**config.mk**
```make
export PLATFORM = sky130hd
export DESIGN_NAME = emfc_capture
export DESIGN_NICKNAME = d
export VERILOG_FILES = /design/src/emfc_pkg.sv /design/src/emfc_capture.sv
export VERILOG_INCLUDE_DIRS = /design/src
export SDC_FILE = /design/constraint.sdc
export NUM_CORES = 1
export LEC_CHECK = 0
export ABC_AREA = 1
export BUFFER_PORTS_ARGS = -buffer_cell sky130_fd_sc_hd__buf_4
export CAP_MARGIN = 40
export CORE_AREA = 2 2 241 243
export DETAILED_ROUTE_END_ITERATION = 16
export DIE_AREA = 0 0 243 245
export GPL_TIMING_DRIVEN = 0
export PLACE_DENSITY = 0.63
export SYNTH_ARGS = -nofsm -noshare
export SYNTH_HDL_FRONTEND = slang
export SYNTH_SLANG_ARGS = --single-unit
```
**constraint.sdc**
```tcl
create_clock -name clock -period 3.36 [get_ports clock]
set_input_delay 0.672 -clock clock [delete_from_list [all_inputs] [get_ports clock]]
set_output_delay 0.672 -clock clock [all_outputs]
set_load 0.02 [all_outputs]
```
**src/emfc_map.svh**
```systemverilog
// Register offsets, field positions, reset values and timing counts of the marker and freeze capture block
`ifndef EMFC_MAP_SVH
`define EMFC_MAP_SVH

`define EMFC_OFF_REF_MARK_POS 8'h00
`define EMFC_OFF_REF_MARK_TURNS 8'h01
`define EMFC_OFF_FBK_MARK_TP 8'h02
`define EMFC_OFF_REF_MARK_TP 8'h03
`define EMFC_OFF_KEYPAD 8'h04
`define EMFC_OFF_EVT_TRIG 8'h05
`define EMFC_OFF_REF_MARK_FLAG 8'h06
`define EMFC_OFF_FBK_MARK_FLAG 8'h07
`define EMFC_OFF_REF_SRC 8'h08
`define EMFC_OFF_FBK_SRC 8'h09
`define EMFC_OFF_REF_MARK_EN 8'h0a
`define EMFC_OFF_FBK_MARK_EN 8'h0b
`define EMFC_OFF_REF_FRZ_EN 8'h0c
`define EMFC_OFF_FBK_FRZ_EN 8'h0d
`define EMFC_OFF_ERR_ID 8'h0e
`define EMFC_OFF_REF_FRZ_FLAG 8'h0f
`define EMFC_OFF_FBK_FRZ_FLAG 8'h10
`define EMFC_OFF_REF_FRZ_TP 8'h11
`define EMFC_OFF_FBK_FRZ_TP 8'h12
`define EMFC_OFF_AUTO_FRZ2 8'h13
`define EMFC_OFF_IRQ_STAT 8'h14
`define EMFC_OFF_IRQ_MASK 8'h15

`define EMFC_KEY_AUX 0
`define EMFC_KEY_RUN 1
`define EMFC_KEY_STOP 2

`define EMFC_IRQ_REF_MARK 0
`define EMFC_IRQ_FBK_MARK 1
`define EMFC_IRQ_REF_FRZ 2
`define EMFC_IRQ_FBK_FRZ 3
`define EMFC_IRQ_ERR 4
`define EMFC_IRQ_W 5

`define EMFC_SRC_UNCONF 8'h05
`define EMFC_EVT_NONE 16'h0000
`define EMFC_EVT_LAST 16'h0004

`define EMFC_CLK_HZ 50000000
`define EMFC_KEY_PERIOD_MS 40
`define EMFC_KEY_CYCLES ((`EMFC_CLK_HZ / 1000) * `EMFC_KEY_PERIOD_MS)

`endif

```
**src/emfc_pkg.sv**
```systemverilog
// Types shared by the marker and freeze capture block
package emfc_pkg;

  typedef enum logic [1:0] {
    EMFC_IF_NONE,
    EMFC_IF_PRIMARY,
    EMFC_IF_SECONDARY
  } emfc_if_e;

  // Decoded encoder source: which unit (0 drive, 1..4 slots) and which interface
  typedef struct packed {
    emfc_if_e kind;
    logic [2:0] unit;
  } emfc_src_s;

  // Live encoder sample from one unit
  typedef struct packed {
    logic [15:0] turns;
    logic [31:0] position;
  } emfc_enc_s;

endpackage

```
**src/emfc_capture.sv**
```systemverilog
// Encoder marker and freeze capture block with register port and interrupt
// How it works
// - Latch reference position on marker activation
// - Latch reference 16-bit turns on marker
// - Combined word: turns high, position low
// - Keypad bits aux/run/stop, 40 ms refresh
// - Trigger write fires event task immediately
// - Marker sets flag when its enable set
// - Software writes of one ignored
// - Decode 8-bit encoder source selector
// - Primary uses freeze 1, secondary freeze 2
// - Primary source sets freeze 1 source
// - Secondary source sets freeze 2 source
// - Marker flag enables act immediately
// - Freeze enables gate freeze flag setting
// - Load error identifier on module trip
// - Error codes zero through four
// - Freeze flag zero arms, set after capture
`timescale 1ns/100ps
`include "emfc_map.svh"

module emfc_capture (
  // Clock and reset
  input wire logic clock,
  input wire logic sys_rst,
  // Register port
  input wire logic [7:0] reg_addr,
  input wire logic [31:0] reg_wdata,
  input wire logic reg_wr,
  input wire logic reg_rd,
  output logic [31:0] reg_rdata,
  // Encoder positions, marker and freeze inputs per unit (0 drive, 1..4 slots)
  input wire emfc_pkg::emfc_enc_s enc_primary [5],
  input wire emfc_pkg::emfc_enc_s enc_secondary [5],
  input wire logic [4:0] marker_primary,
  input wire logic [4:0] marker_secondary,
  input wire logic [4:0] first_freeze_input,
  input wire logic [4:0] second_freeze_input,
  // Keypad and runtime error
  input wire logic [2:0] keypad_keys,
  input wire logic module_trip,
  input wire logic [31:0] trip_error_id,
  // Freeze source steering towards each unit
  output logic [4:0] first_freeze_src_primary,
  output logic [4:0] second_freeze_src_secondary,
  // Event tasks: base, one, two, three
  output logic [3:0] event_task_start,
  // Interrupt
  output logic irq
);

  ////////////////////////////////////////////////////////////////////////////
  // Source decode

  function automatic emfc_pkg::emfc_src_s decode_src(input logic [7:0] sel);
    emfc_pkg::emfc_src_s s;
    s.kind = emfc_pkg::EMFC_IF_NONE;
    s.unit = 3'h0;
    case (sel)
      8'h00, 8'h01, 8'h02, 8'h03: begin
        s.kind = emfc_pkg::EMFC_IF_PRIMARY;
        s.unit = sel[2:0];
      end
      8'h06, 8'h07, 8'h08, 8'h09: begin
        s.kind = emfc_pkg::EMFC_IF_SECONDARY;
        s.unit = 3'(sel - 8'h06);
      end
      8'h0a: begin
        s.kind = emfc_pkg::EMFC_IF_PRIMARY;
        s.unit = 3'h4;
      end
      8'h0b: begin
        s.kind = emfc_pkg::EMFC_IF_SECONDARY;
        s.unit = 3'h4;
      end
      // Values 4, 5 and anything above 11 steer nothing
      default: begin
        s.kind = emfc_pkg::EMFC_IF_NONE;
        s.unit = 3'h0;
      end
    endcase
    return s;
  endfunction

  // Selected live sample, marker and freeze edge for one source
  function automatic emfc_pkg::emfc_enc_s pick_enc(input emfc_pkg::emfc_src_s s,
      input emfc_pkg::emfc_enc_s p [5], input emfc_pkg::emfc_enc_s q [5]);
    if (s.kind == emfc_pkg::EMFC_IF_SECONDARY)
      return q[s.unit];
    return p[s.unit];
  endfunction

  function automatic logic pick_bit(input emfc_pkg::emfc_src_s s, input logic [4:0] p, input logic [4:0] q);
    case (s.kind)
      emfc_pkg::EMFC_IF_PRIMARY: return p[s.unit];
      emfc_pkg::EMFC_IF_SECONDARY: return q[s.unit];
      default: return 1'b0;
    endcase
  endfunction

  // Write strobe aimed at one register
  function automatic logic wr_hit(input logic wr, input logic [7:0] addr, input logic [7:0] off);
    return wr && (addr == off);
  endfunction

  // Value a one-bit register holds after this edge, so that a write acts at once
  function automatic logic next_bit(input logic hit, input logic wbit, input logic cur);
    return hit ? wbit : cur;
  endfunction

  // Combined word: turns in the upper half, low half of the position below
  function automatic logic [31:0] pack_tp(input emfc_pkg::emfc_enc_s e);
    return {e.turns, e.position[15:0]};
  endfunction

  ////////////////////////////////////////////////////////////////////////////
  // Configuration registers

  logic [7:0] ref_src_q;
  logic [7:0] fbk_src_q;
  logic ref_mark_en_q;
  logic fbk_mark_en_q;
  logic ref_frz_en_q;
  logic fbk_frz_en_q;
  logic auto_frz2_q;
  logic [`EMFC_IRQ_W-1:0] irq_mask_q;
  logic [15:0] evt_trig_q;

  // Sources start unconfigured, so nothing is steered until software picks one
  always_ff @(posedge clock) begin
    if (sys_rst) begin
      ref_src_q <= `EMFC_SRC_UNCONF;
      fbk_src_q <= `EMFC_SRC_UNCONF;
      ref_mark_en_q <= 1'b0;
      fbk_mark_en_q <= 1'b0;
      ref_frz_en_q <= 1'b0;
      fbk_frz_en_q <= 1'b0;
      auto_frz2_q <= 1'b1;
      irq_mask_q <= '0;
    end else if (reg_wr) begin
      case (reg_addr)
        `EMFC_OFF_REF_SRC: ref_src_q <= reg_wdata[7:0];
        `EMFC_OFF_FBK_SRC: fbk_src_q <= reg_wdata[7:0];
        `EMFC_OFF_REF_MARK_EN: ref_mark_en_q <= reg_wdata[0];
        `EMFC_OFF_FBK_MARK_EN: fbk_mark_en_q <= reg_wdata[0];
        `EMFC_OFF_REF_FRZ_EN: ref_frz_en_q <= reg_wdata[0];
        `EMFC_OFF_FBK_FRZ_EN: fbk_frz_en_q <= reg_wdata[0];
        `EMFC_OFF_AUTO_FRZ2: auto_frz2_q <= reg_wdata[0];
        `EMFC_OFF_IRQ_MASK: irq_mask_q <= reg_wdata[`EMFC_IRQ_W-1:0];
        default: ;
      endcase
    end
  end

  emfc_pkg::emfc_src_s ref_src;
  emfc_pkg::emfc_src_s fbk_src;
  assign ref_src = decode_src(ref_src_q);
  assign fbk_src = decode_src(fbk_src_q);

  ////////////////////////////////////////////////////////////////////////////
  // Freeze source steering

  // Steering bits are sticky: a unit stays steered after its source changes
  // Without auto steering nothing sets the second freeze source, and software has no register for it
  always_ff @(posedge clock) begin
    if (sys_rst) begin
      first_freeze_src_primary <= 5'h00;
      second_freeze_src_secondary <= 5'h00;
    end else begin
      if (ref_src.kind == emfc_pkg::EMFC_IF_PRIMARY)
        first_freeze_src_primary[ref_src.unit] <= 1'b1;
      if (fbk_src.kind == emfc_pkg::EMFC_IF_PRIMARY)
        first_freeze_src_primary[fbk_src.unit] <= 1'b1;
      if (auto_frz2_q && ref_src.kind == emfc_pkg::EMFC_IF_SECONDARY)
        second_freeze_src_secondary[ref_src.unit] <= 1'b1;
      if (auto_frz2_q && fbk_src.kind == emfc_pkg::EMFC_IF_SECONDARY)
        second_freeze_src_secondary[fbk_src.unit] <= 1'b1;
    end
  end

  ////////////////////////////////////////////////////////////////////////////
  // Edge detection of selected marker and freeze inputs

  // Every raw input keeps its own history, so a change of source cannot fake an edge
  logic [19:0] raw;
  logic [19:0] raw_q;
  logic [19:0] raw_rise;
  logic [3:0] rise;
  assign raw = {second_freeze_input, first_freeze_input, marker_secondary, marker_primary};

  always_ff @(posedge clock) begin
    if (sys_rst)
      raw_q <= 20'h00000;
    else
      raw_q <= raw;
  end
  assign raw_rise = raw & ~raw_q;

  assign rise[0] = pick_bit(ref_src, raw_rise[4:0], raw_rise[9:5]);
  assign rise[1] = pick_bit(fbk_src, raw_rise[4:0], raw_rise[9:5]);
  assign rise[2] = pick_bit(ref_src, raw_rise[14:10], raw_rise[19:15]);
  assign rise[3] = pick_bit(fbk_src, raw_rise[14:10], raw_rise[19:15]);

  emfc_pkg::emfc_enc_s live [2];
  assign live[0] = pick_enc(ref_src, enc_primary, enc_secondary);
  assign live[1] = pick_enc(fbk_src, enc_primary, enc_secondary);

  ////////////////////////////////////////////////////////////////////////////
  // Capture flags and held values: index 0/1 marker ref/fbk, 2/3 freeze ref/fbk

  logic [3:0] flag_q;
  logic [3:0] arm;
  logic [3:0] take;
  emfc_pkg::emfc_enc_s cap_q [4];
  logic [7:0] flag_off [4];
  // Enables gate the capture already at the edge that writes them
  assign arm[0] = next_bit(wr_hit(reg_wr, reg_addr, `EMFC_OFF_REF_MARK_EN), reg_wdata[0], ref_mark_en_q);
  assign arm[1] = next_bit(wr_hit(reg_wr, reg_addr, `EMFC_OFF_FBK_MARK_EN), reg_wdata[0], fbk_mark_en_q);
  assign arm[2] = next_bit(wr_hit(reg_wr, reg_addr, `EMFC_OFF_REF_FRZ_EN), reg_wdata[0], ref_frz_en_q);
  assign arm[3] = next_bit(wr_hit(reg_wr, reg_addr, `EMFC_OFF_FBK_FRZ_EN), reg_wdata[0], fbk_frz_en_q);
  assign flag_off[0] = `EMFC_OFF_REF_MARK_FLAG;
  assign flag_off[1] = `EMFC_OFF_FBK_MARK_FLAG;
  assign flag_off[2] = `EMFC_OFF_REF_FRZ_FLAG;
  assign flag_off[3] = `EMFC_OFF_FBK_FRZ_FLAG;

  // One capture lane per flag; each lane has its own bus clear address, and the lanes share the interrupt line
  genvar gi;
  generate
    for (gi = 0; gi < 4; gi++) begin : g_cap
      // Capture only while the flag is clear and the enable is set
      assign take[gi] = rise[gi] && arm[gi] && !flag_q[gi];

      always_ff @(posedge clock) begin
        if (sys_rst)
          flag_q[gi] <= 1'b0;
        else if (take[gi])
          flag_q[gi] <= 1'b1;
        else if (wr_hit(reg_wr, reg_addr, flag_off[gi]) && !reg_wdata[0])
          flag_q[gi] <= 1'b0;
        // Writing a one leaves the flag untouched
      end

      // Values stay frozen while the flag is set
      always_ff @(posedge clock) begin
        if (sys_rst)
          cap_q[gi] <= '0;
        else if (take[gi])
          cap_q[gi] <= live[gi % 2];
      end
    end
  endgenerate

  ////////////////////////////////////////////////////////////////////////////
  // Keypad sampling every 40 ms

  // Slow sampling keeps contact bounce out of the register
  localparam int KEY_CYCLES = `EMFC_KEY_CYCLES;
  logic [21:0] key_cnt_q;
  logic [2:0] keypad_q;

  always_ff @(posedge clock) begin
    if (sys_rst) begin
      key_cnt_q <= 22'h000000;
      keypad_q <= 3'h0;
    end else if (key_cnt_q == 22'(KEY_CYCLES - 1)) begin
      key_cnt_q <= 22'h000000;
      keypad_q <= keypad_keys;
    end else begin
      key_cnt_q <= key_cnt_q + 22'h000001;
    end
  end

  ////////////////////////////////////////////////////////////////////////////
  // Event trigger and runtime error

  logic [31:0] err_id_q;

  // The start pulse lasts one cycle; the stored value only reads back
  always_ff @(posedge clock) begin
    if (sys_rst) begin
      evt_trig_q <= `EMFC_EVT_NONE;
      event_task_start <= 4'h0;
    end else begin
      event_task_start <= 4'h0;
      if (wr_hit(reg_wr, reg_addr, `EMFC_OFF_EVT_TRIG)) begin
        evt_trig_q <= reg_wdata[15:0];
        // Values above the last task code start nothing
        if (reg_wdata[15:0] != `EMFC_EVT_NONE && reg_wdata[15:0] <= `EMFC_EVT_LAST)
          event_task_start[2'(reg_wdata[15:0] - 16'h0001)] <= 1'b1;
      end
    end
  end

  // Every trip cycle reloads the code, so the last trip wins
  always_ff @(posedge clock) begin
    if (sys_rst)
      err_id_q <= 32'h00000000;
    else if (module_trip)
      err_id_q <= trip_error_id;
  end

  ////////////////////////////////////////////////////////////////////////////
  // Interrupt status, set wins over write-one-to-clear

  logic [`EMFC_IRQ_W-1:0] irq_stat_q;
  logic [`EMFC_IRQ_W-1:0] irq_stat_d;
  logic [`EMFC_IRQ_W-1:0] irq_mask_d;
  logic [`EMFC_IRQ_W-1:0] irq_set;
  logic [`EMFC_IRQ_W-1:0] irq_clr;
  assign irq_set = {module_trip, take};
  assign irq_clr = wr_hit(reg_wr, reg_addr, `EMFC_OFF_IRQ_STAT) ? reg_wdata[`EMFC_IRQ_W-1:0] : '0;
  assign irq_stat_d = (irq_stat_q & ~irq_clr) | irq_set;
  // The line follows the next status and mask, so it never lags a write by a cycle
  assign irq_mask_d = wr_hit(reg_wr, reg_addr, `EMFC_OFF_IRQ_MASK) ? reg_wdata[`EMFC_IRQ_W-1:0] : irq_mask_q;

  always_ff @(posedge clock) begin
    if (sys_rst)
      irq_stat_q <= '0;
    else
      irq_stat_q <= irq_stat_d;
  end

  always_ff @(posedge clock) begin
    if (sys_rst)
      irq <= 1'b0;
    else
      irq <= |(irq_stat_d & irq_mask_d);
  end

  ////////////////////////////////////////////////////////////////////////////
  // Read port

  // Cycles without a read return zero, so no stale word looks like an answer
  always_ff @(posedge clock) begin
    if (sys_rst) begin
      reg_rdata <= 32'h00000000;
    end else if (reg_rd) begin
      case (reg_addr)
        `EMFC_OFF_REF_MARK_POS: reg_rdata <= cap_q[0].position;
        `EMFC_OFF_REF_MARK_TURNS: reg_rdata <= {16'h0000, cap_q[0].turns};
        `EMFC_OFF_FBK_MARK_TP: reg_rdata <= pack_tp(cap_q[1]);
        `EMFC_OFF_REF_MARK_TP: reg_rdata <= pack_tp(cap_q[0]);
        `EMFC_OFF_KEYPAD: reg_rdata <= {29'h00000000, keypad_q};
        `EMFC_OFF_EVT_TRIG: reg_rdata <= {16'h0000, evt_trig_q};
        `EMFC_OFF_REF_MARK_FLAG: reg_rdata <= {31'h00000000, flag_q[0]};
        `EMFC_OFF_FBK_MARK_FLAG: reg_rdata <= {31'h00000000, flag_q[1]};
        `EMFC_OFF_REF_SRC: reg_rdata <= {24'h000000, ref_src_q};
        `EMFC_OFF_FBK_SRC: reg_rdata <= {24'h000000, fbk_src_q};
        `EMFC_OFF_REF_MARK_EN: reg_rdata <= {31'h00000000, ref_mark_en_q};
        `EMFC_OFF_FBK_MARK_EN: reg_rdata <= {31'h00000000, fbk_mark_en_q};
        `EMFC_OFF_REF_FRZ_EN: reg_rdata <= {31'h00000000, ref_frz_en_q};
        `EMFC_OFF_FBK_FRZ_EN: reg_rdata <= {31'h00000000, fbk_frz_en_q};
        `EMFC_OFF_ERR_ID: reg_rdata <= err_id_q;
        `EMFC_OFF_REF_FRZ_FLAG: reg_rdata <= {31'h00000000, flag_q[2]};
        `EMFC_OFF_FBK_FRZ_FLAG: reg_rdata <= {31'h00000000, flag_q[3]};
        `EMFC_OFF_REF_FRZ_TP: reg_rdata <= pack_tp(cap_q[2]);
        `EMFC_OFF_FBK_FRZ_TP: reg_rdata <= pack_tp(cap_q[3]);
        `EMFC_OFF_AUTO_FRZ2: reg_rdata <= {31'h00000000, auto_frz2_q};
        `EMFC_OFF_IRQ_STAT: reg_rdata <= {27'h0000000, irq_stat_q};
        `EMFC_OFF_IRQ_MASK: reg_rdata <= {27'h0000000, irq_mask_q};
        default: reg_rdata <= 32'h00000000;
      endcase
    end else begin
      reg_rdata <= 32'h00000000;
    end
  end

endmodule

```
==> results of run 1 <==
## worst max-delay path, cell delays in order (launching register included)
cell      delay (ns)
dfxtp_1         0.30
inv_1           0.21
nand2_2         0.13
nor2_4          0.19
nand2_1         0.09
and2_1          0.18
ha_1            0.17
clkbuf_1        0.25
inv_1           0.27
buf_1           0.75
o32ai_1         0.41
nor2_1          0.18
## routing by layer
layer / track usage / vias up / part of all wire
met4: 0.185 / 26 / 0.053
met5: 0 / - / 0.0013
met3: 0.166 / 355 / 0.15
met2: 0.582 / 1931 / 0.42
met1: 0.499 / 11300 / 0.37
li1: - / 10400 / -
## final cells by class
cell class                 count  share of cell area
clock inverter                20             0.00861
inverter                     272              0.0391
clock buffer                  46              0.0386
antenna                       16             0.00153
tap                          765              0.0366
timing repair buffer         629               0.184
multi-input combinational   1843               0.363
buffer                       155              0.0295
sequential                   319               0.299
## where the power goes
part | total [mW] | switching [mW] | internal (mW)
Sequential | 4.20 | 0.0502 | 4.15
Combinational | 1.26 | 0.677 | 0.581
Clock | 4.19 | 1.73 | 2.46
Total | 9.65 | 2.46 | 7.19
## sequential cells by signal, summed over array words and instances (netlist names), 8 cells and up
register / flops
ref_src_q: 8
key_cnt_q: 22
reg_rdata: 32
evt_trig_q: 16
raw_q: 20
cap_q: 144
err_id_q: 32
fbk_src_q: 8
## how the worst max path moves through the flow
stage / end / slack [ns] / cells after the start
6_report: cap_q[1][33] / 0.04 / 11
3_5_place_dp: cap_q[2][46] / -0.94 / 13
2_1_floorplan: cap_q[0][0] / 0.16 / 9
5_1_grt: cap_q[1][2] / -0.02 / 11
3_3_place_gp: cap_q[0][31] / -1.28 / 15
4_1_cts: cap_q[2][4] / 0.003 / 12
## what timing repair did
action                                  4_1_cts  5_1_grt
buffers inserted                              0        0
hold endpoints to repair                      0        0
resized for setup                            14       35
endpoints found under the setup margin      157      110
gates cloned                                  0        0
## cell usage in the layout, fill, tap and decap left out, drive strengths merged, types with 3 or more instances in the layout
master / synthesis / layout
dfxtp: 175 / 175
o32ai: 26 / 26
nand2: 632 / 632
xor2: 4 / 4
a221oi: 86 / 86
diode: 0 / 16
buf: 83 / 711
a21oi: 86 / 86
o22ai: 56 / 56
a211oi: 11 / 11
ha: 5 / 5
inv: 267 / 274
o31ai: 4 / 4
o221ai: 13 / 13
o211ai: 10 / 10
o21ai: 165 / 165
a22oi: 74 / 74
nand4: 85 / 85
nor3: 24 / 24
nor2: 357 / 357
o2111ai: 19 / 19
edfxtp: 144 / 144
a41oi: 23 / 23
a31oi: 3 / 3
nand3: 114 / 114
a22o: 14 / 14
nor4: 9 / 9
bufinv: 0 / 4
clkinv: 5 / 12
clkbuf: 73 / 119
or2: 11 / 11
## through the flow
stage / TNS [ns] / instance area, µm² / hold WS (ns)
after detailed placement: -48.01 / 24700 / 0.442
final: 0 / 26100 / 0.331
after global placement: -178.24 / 24500 / 0.429
after CTS: 0 / 26000 / 0.309
after global routing: -0.0368 / 26100 / 0.335
after floorplan: 0 / 19000 / 0.413
## logic make-up after synthesis
family          share of synthesized area
simple gates                        0.276
fa+ha+maj                         0.00330
xor+xnor                          0.00185
compound gates                      0.213
buf+inv                            0.0934
flops                               0.413
==> flow_summary.toml, run 1 <==
[synthesis]
synthMostInstantiatedCell = "nand2_1"
syn_area_per_cell_um2 = 7.33
synth_area_leader_cell = "edfxtp_1"
ys_seq_elements = 319
synthDistinctLibCells = 54
syn_nets = 3175
synthArstFlopShare = 0
ys_top_cells_by_count = "nand2_1, nor2_1, inv_1"
synthFlopType = "dfxtp_1"
synth_top_area_frac = 0.228
ys_top_cells_by_area = "edfxtp_1, dfxtp_1, nand2_1"
syn_area_mm2 = 0.0190
yosysWarnings = 0
synth_cells = 2590
synth_edf_count = 144
yosysSeqAreaShare = 0.413

[clock_tree]
numClockSinks = 319
cts_tree = "built"
cts_buffers = 36
hold_buffers = 0
clock_latency_ns = 0.57
clk_pin_slew_ns = 0.06
cts_htree_levels = 2
cts.path.max_buffers = 3
cts-root-buf = "clkbuf_16"

[grt]
grt_usage = 0.395
grt.overflow.total = 0
grt_pass1_vias = 22100
grt_max_degree = 31
antenna_found_initial = 29
grt_pass1_wl_um = 167000

[finish]
fill_cells = 6011
drive_above_1_share = 0.261
ff_latch_area_mm2 = 0.00783
final_core_util = 0.458
multi_input_area_mm2 = 0.00949
syn_to_final_growth_pct = 37.8
final_cells = 4065
nets = 3841

[place]
placedCellCount = 3982
io_buffers = 609
dp_slack_ns = -0.941
gp_congestion = 1.05
post-dp-hpwl_um = 101000

[worst_setup_path]
crit_path_start_kind = "register"
startpoint = "fbk_src_q[6]"
r2r_slack_ns = 0.04
timing.rr.start = "fbk_src_q[6]"
critPathCaptureType = "register"
ff2ff_path_depth = 11
crit_type = "register to register"
r2r-end = "cap_q[1][33]"
critPathMaxFanout = 10
required_ns = 3.76
crit_arrival_ns = 3.72

[status]
outcome = "finished clean"

[power]
total_power_mw = 9.65
ir_worst_vdd_mv = 0.325
p_leak_nw = 11.5
p_per_area_mw_per_mm2 = 369

[floorplan]
die_h_um = 245
io_pins = 627
start_util = 0.333
core-area_mm2 = 0.0570
dieArea_mm2 = 0.0595
rows = 88
die_w_um = 243

[detailed_routing]
via_per_inst = 5.89
drtAntennaViolNets = 0
wl_um = 123000
dr.pass1.iters = 6
post-route-drc-count = 0
num_vias = 23900
first_iter_violations = 3862
wl_per_cell_um = 30.3

[min_path]
hold_end = "raw_q[8]"
hold_depth = 3
holdCritStartpoint = "marker_secondary[3]"
hold_class = "input pin to register"

[timing]
drv_slew = 0
fmax_mhz = 302
tightestPinTransition_ns = 0.999
fin_ws_ns = 0.0437
slew_headroom = 0.334
grt_setup_unrepaired = "true"
setup_viol = 0
finalClockSkew_ns = 0.0218
hold_viol_final = 0
period_needed_ns = 3.32
finalCritPeriodShare = 0.987

[run]
maxCapViolCount = 0
Note: power is estimated with default switching activity, not from simulation.
==> run 2: changes to the inputs <==
--- a/config.mk
+++ b/config.mk
@@ -6,14 +6,13 @@
 export SDC_FILE = /design/constraint.sdc
 export NUM_CORES = 1
 export LEC_CHECK = 0
-export ABC_AREA = 1
 export BUFFER_PORTS_ARGS = -buffer_cell sky130_fd_sc_hd__buf_4
 export CAP_MARGIN = 40
-export CORE_AREA = 2 2 241 243
+export CORE_AREA = 2 2 244 246
 export DETAILED_ROUTE_END_ITERATION = 16
-export DIE_AREA = 0 0 243 245
+export DIE_AREA = 0 0 246 248
 export GPL_TIMING_DRIVEN = 0
-export PLACE_DENSITY = 0.63
+export PLACE_DENSITY = 0.62
 export SYNTH_ARGS = -nofsm -noshare
 export SYNTH_HDL_FRONTEND = slang
 export SYNTH_SLANG_ARGS = --single-unit
==> run 2 against run 1 <==
Clock skew fell by 0.0096 ns. Sequential power barely moved. Hold slack improved by 0.019 ns. Global-route usage rose by 0.46 points. The run now ends with negative setup slack left. Final area rose by 6.3%. Critical path depth fell by 4. Combinational power rose by 3%. Non-clock buffer count rose by 63. Synthesized cell count fell by 14%. Clock-buffer cell count rose by 8.
==> flow_summary.toml, run 2 <==
[place]
post-dp-hpwl_um = 103000
io_buffers = 607
gp_congestion = 1.03

[synthesis]
yosysSeqAreaShare = 0.404
synthArstFlopShare = 0
synthFlopType = "dfxtp_1"
synth_top_area_frac = 0.223
syn_nets = 2807
syn_area_mm2 = 0.0194
synth_area_leader_cell = "edfxtp_1"
synthDistinctLibCells = 71
synth_edf_count = 144
ys_seq_elements = 319
synth_cells = 2222
syn_area_per_cell_um2 = 8.73
synthMostInstantiatedCell = "nand2_1"
ys_top_cells_by_area = "edfxtp_1, dfxtp_1, mux2i_1"
ys_top_cells_by_count = "nand2_1, a21oi_1, nor2_1"
yosysWarnings = 0

[min_path]
hold_class = "input pin to register"

[power]
ir_worst_vdd_mv = 0.423
total_power_mw = 9.65
p_per_area_mw_per_mm2 = 347
p_leak_nw = 11.6

[timing]
hold_viol_final = 0
fin_ws_ns = -0.0531
tightestPinTransition_ns = 0.995
setup_viol = 2
fmax_mhz = 293
period_needed_ns = 3.41
drv_slew = 0
finalClockSkew_ns = 0.0122
slew_headroom = 0.337
grt_setup_unrepaired = "false"
finalCritPeriodShare = 1.02

[clock_tree]
cts_buffers = 37
cts.path.max_buffers = 3
cts_htree_levels = 2
clock_latency_ns = 0.55
cts-root-buf = "clkbuf_16"
numClockSinks = 319
cts_tree = "built"
clk_pin_slew_ns = 0.06
hold_buffers = 0

[detailed_routing]
wl_um = 127000
via_per_inst = 6.21
drtAntennaViolNets = 0
wl_per_cell_um = 34.1
dr.pass1.iters = 7
first_iter_violations = 3271
post-route-drc-count = 0
num_vias = 23100

[finish]
final_cell_mix = "buf_4, nand2_1, a21oi_1, nor2_1, mux2i_1"
final_common_cell = "buf_4"
regMostFlops = "cap_q"
nets = 3502
syn_to_final_growth_pct = 43.3
drive_above_1_share = 0.334
final_core_util = 0.475
reg_top3 = "cap_q (144), err_id_q (32), reg_rdata (32)"
largest_reg_flops = 144

[worst_setup_path]
critPathCaptureType = "register"
crit_path_start_kind = "register"
crit_arrival_ns = 3.67
crit_type = "register to register"
critPathMaxFanout = 10
required_ns = 3.62

[grt]
antenna_found_initial = 10
grt.overflow.total = 0
grt_pass1_vias = 22000
grt_max_degree = 33
grt_usage = 0.400
grt_pass1_wl_um = 171000

[floorplan]
dieArea_mm2 = 0.0610
start_util = 0.332
rows = 89
core-area_mm2 = 0.0585
die_h_um = 248
io_pins = 627
die_w_um = 246

[status]
outcome = "finished, violations left"
violations = "negative setup slack"

[run]
maxCapViolCount = 0
[run 2: cell count changes after synthesis, sizes merged, moves of 68 or more]
cell | before | now
a21oi | 86 | 269
nor2 | 357 | 221
inv | 267 | 18
mux2i | 0 | 195
a222oi | 0 | 83
a22oi | 74 | 6
nand2 | 632 | 308
nand4 | 85 | 8
[run 2: layout make-up]
cell class | instances | area (µm²)
Tap cell | 773 | 967
Multi-Input combinational cell | 1694 | 11500
Antenna cell | 7 | 17.5
Fill cell | 5717 | 30700
Sequential cell | 319 | 7840
Clock inverter | 14 | 119
Timing Repair Buffer | 664 | 5180
Clock buffer | 54 | 1130
Inverter | 18 | 67.6
Buffer | 183 | 961
[run 2: cells by family after synthesis]
| group | share of synthesized area |
|---|---|
| simple gates | 0.172 |
| compound gates | 0.245 |
| flops | 0.404 |
| mux | 0.120 |
| buf+inv | 0.0450 |
| xor+xnor | 0.0113 |
| fa+ha+maj | 0.00323 |
[run 2: path summary, 6_finish.rpt]
| kind | start | end | slack (ns) | cells past startpoint |
|---|---|---|---|---|
| setup / recovery | fbk_src_q[1] | cap_q[3][1] | -0.05 | 7 |
| hold / removal | first_freeze_input[4] | raw_q[14] | 0.35 | 2 |
| setup reg to reg | fbk_src_q[1] | cap_q[3][1] | -0.05 | 7 |
| hold reg to reg | key_cnt_q[0] | key_cnt_q[0] | 0.44 | 1 |
[run 2: power breakdown]
group | total, mW | switching (mW) | internal (mW)
registers | 4.21 | 0.0641 | 4.14
logic | 1.30 | 0.692 | 0.612
clock network | 4.13 | 1.71 | 2.43
total | 9.65 | 2.46 | 7.19
[run 2: worst max-delay path, stage by stage, from the launching register on]
cell	delay, ns
dfxtp_1	0.43
xnor2_1	0.58
or3_1	0.20
clkbuf_1	0.55
clkbuf_2	0.46
o21ai_0	0.25
a21oi_1	0.42
a221oi_1	0.22
[run 2: stage by stage]
stage / TNS, ns / cells / instance area, µm² / hold slack (ns) / setup WS (ns)
final: -0.0671 / 3726 / 27800 / 0.350 / -0.0531
after global routing: 0 / 3722 / 27800 / 0.351 / 0.00215
after CTS: -0.0146 / 3715 / 27600 / 0.326 / -0.00816
after detailed placement: -571.75 / 3638 / 25400 / 0.431 / -2.68
after global placement: -600.45 / 3602 / 24900 / 0.426 / -3.04
after floorplan: 0 / 2222 / 19400 / 0.413 / 0.00282
[run 2: layer usage]
layer,track usage,wire length (µm)
met4,0.185,7140
met3,0.0970,13600
met5,0,47
met2,0.602,54600
met1,0.539,51800
[run 2: what timing repair did]
item / in CTS / in global routing
pin swaps: 17 / 12
setup buffers: 12 / 7
endpoints found under the setup margin: 307 / 285
resized for setup: 208 / 58
gates cloned: 3 / 2
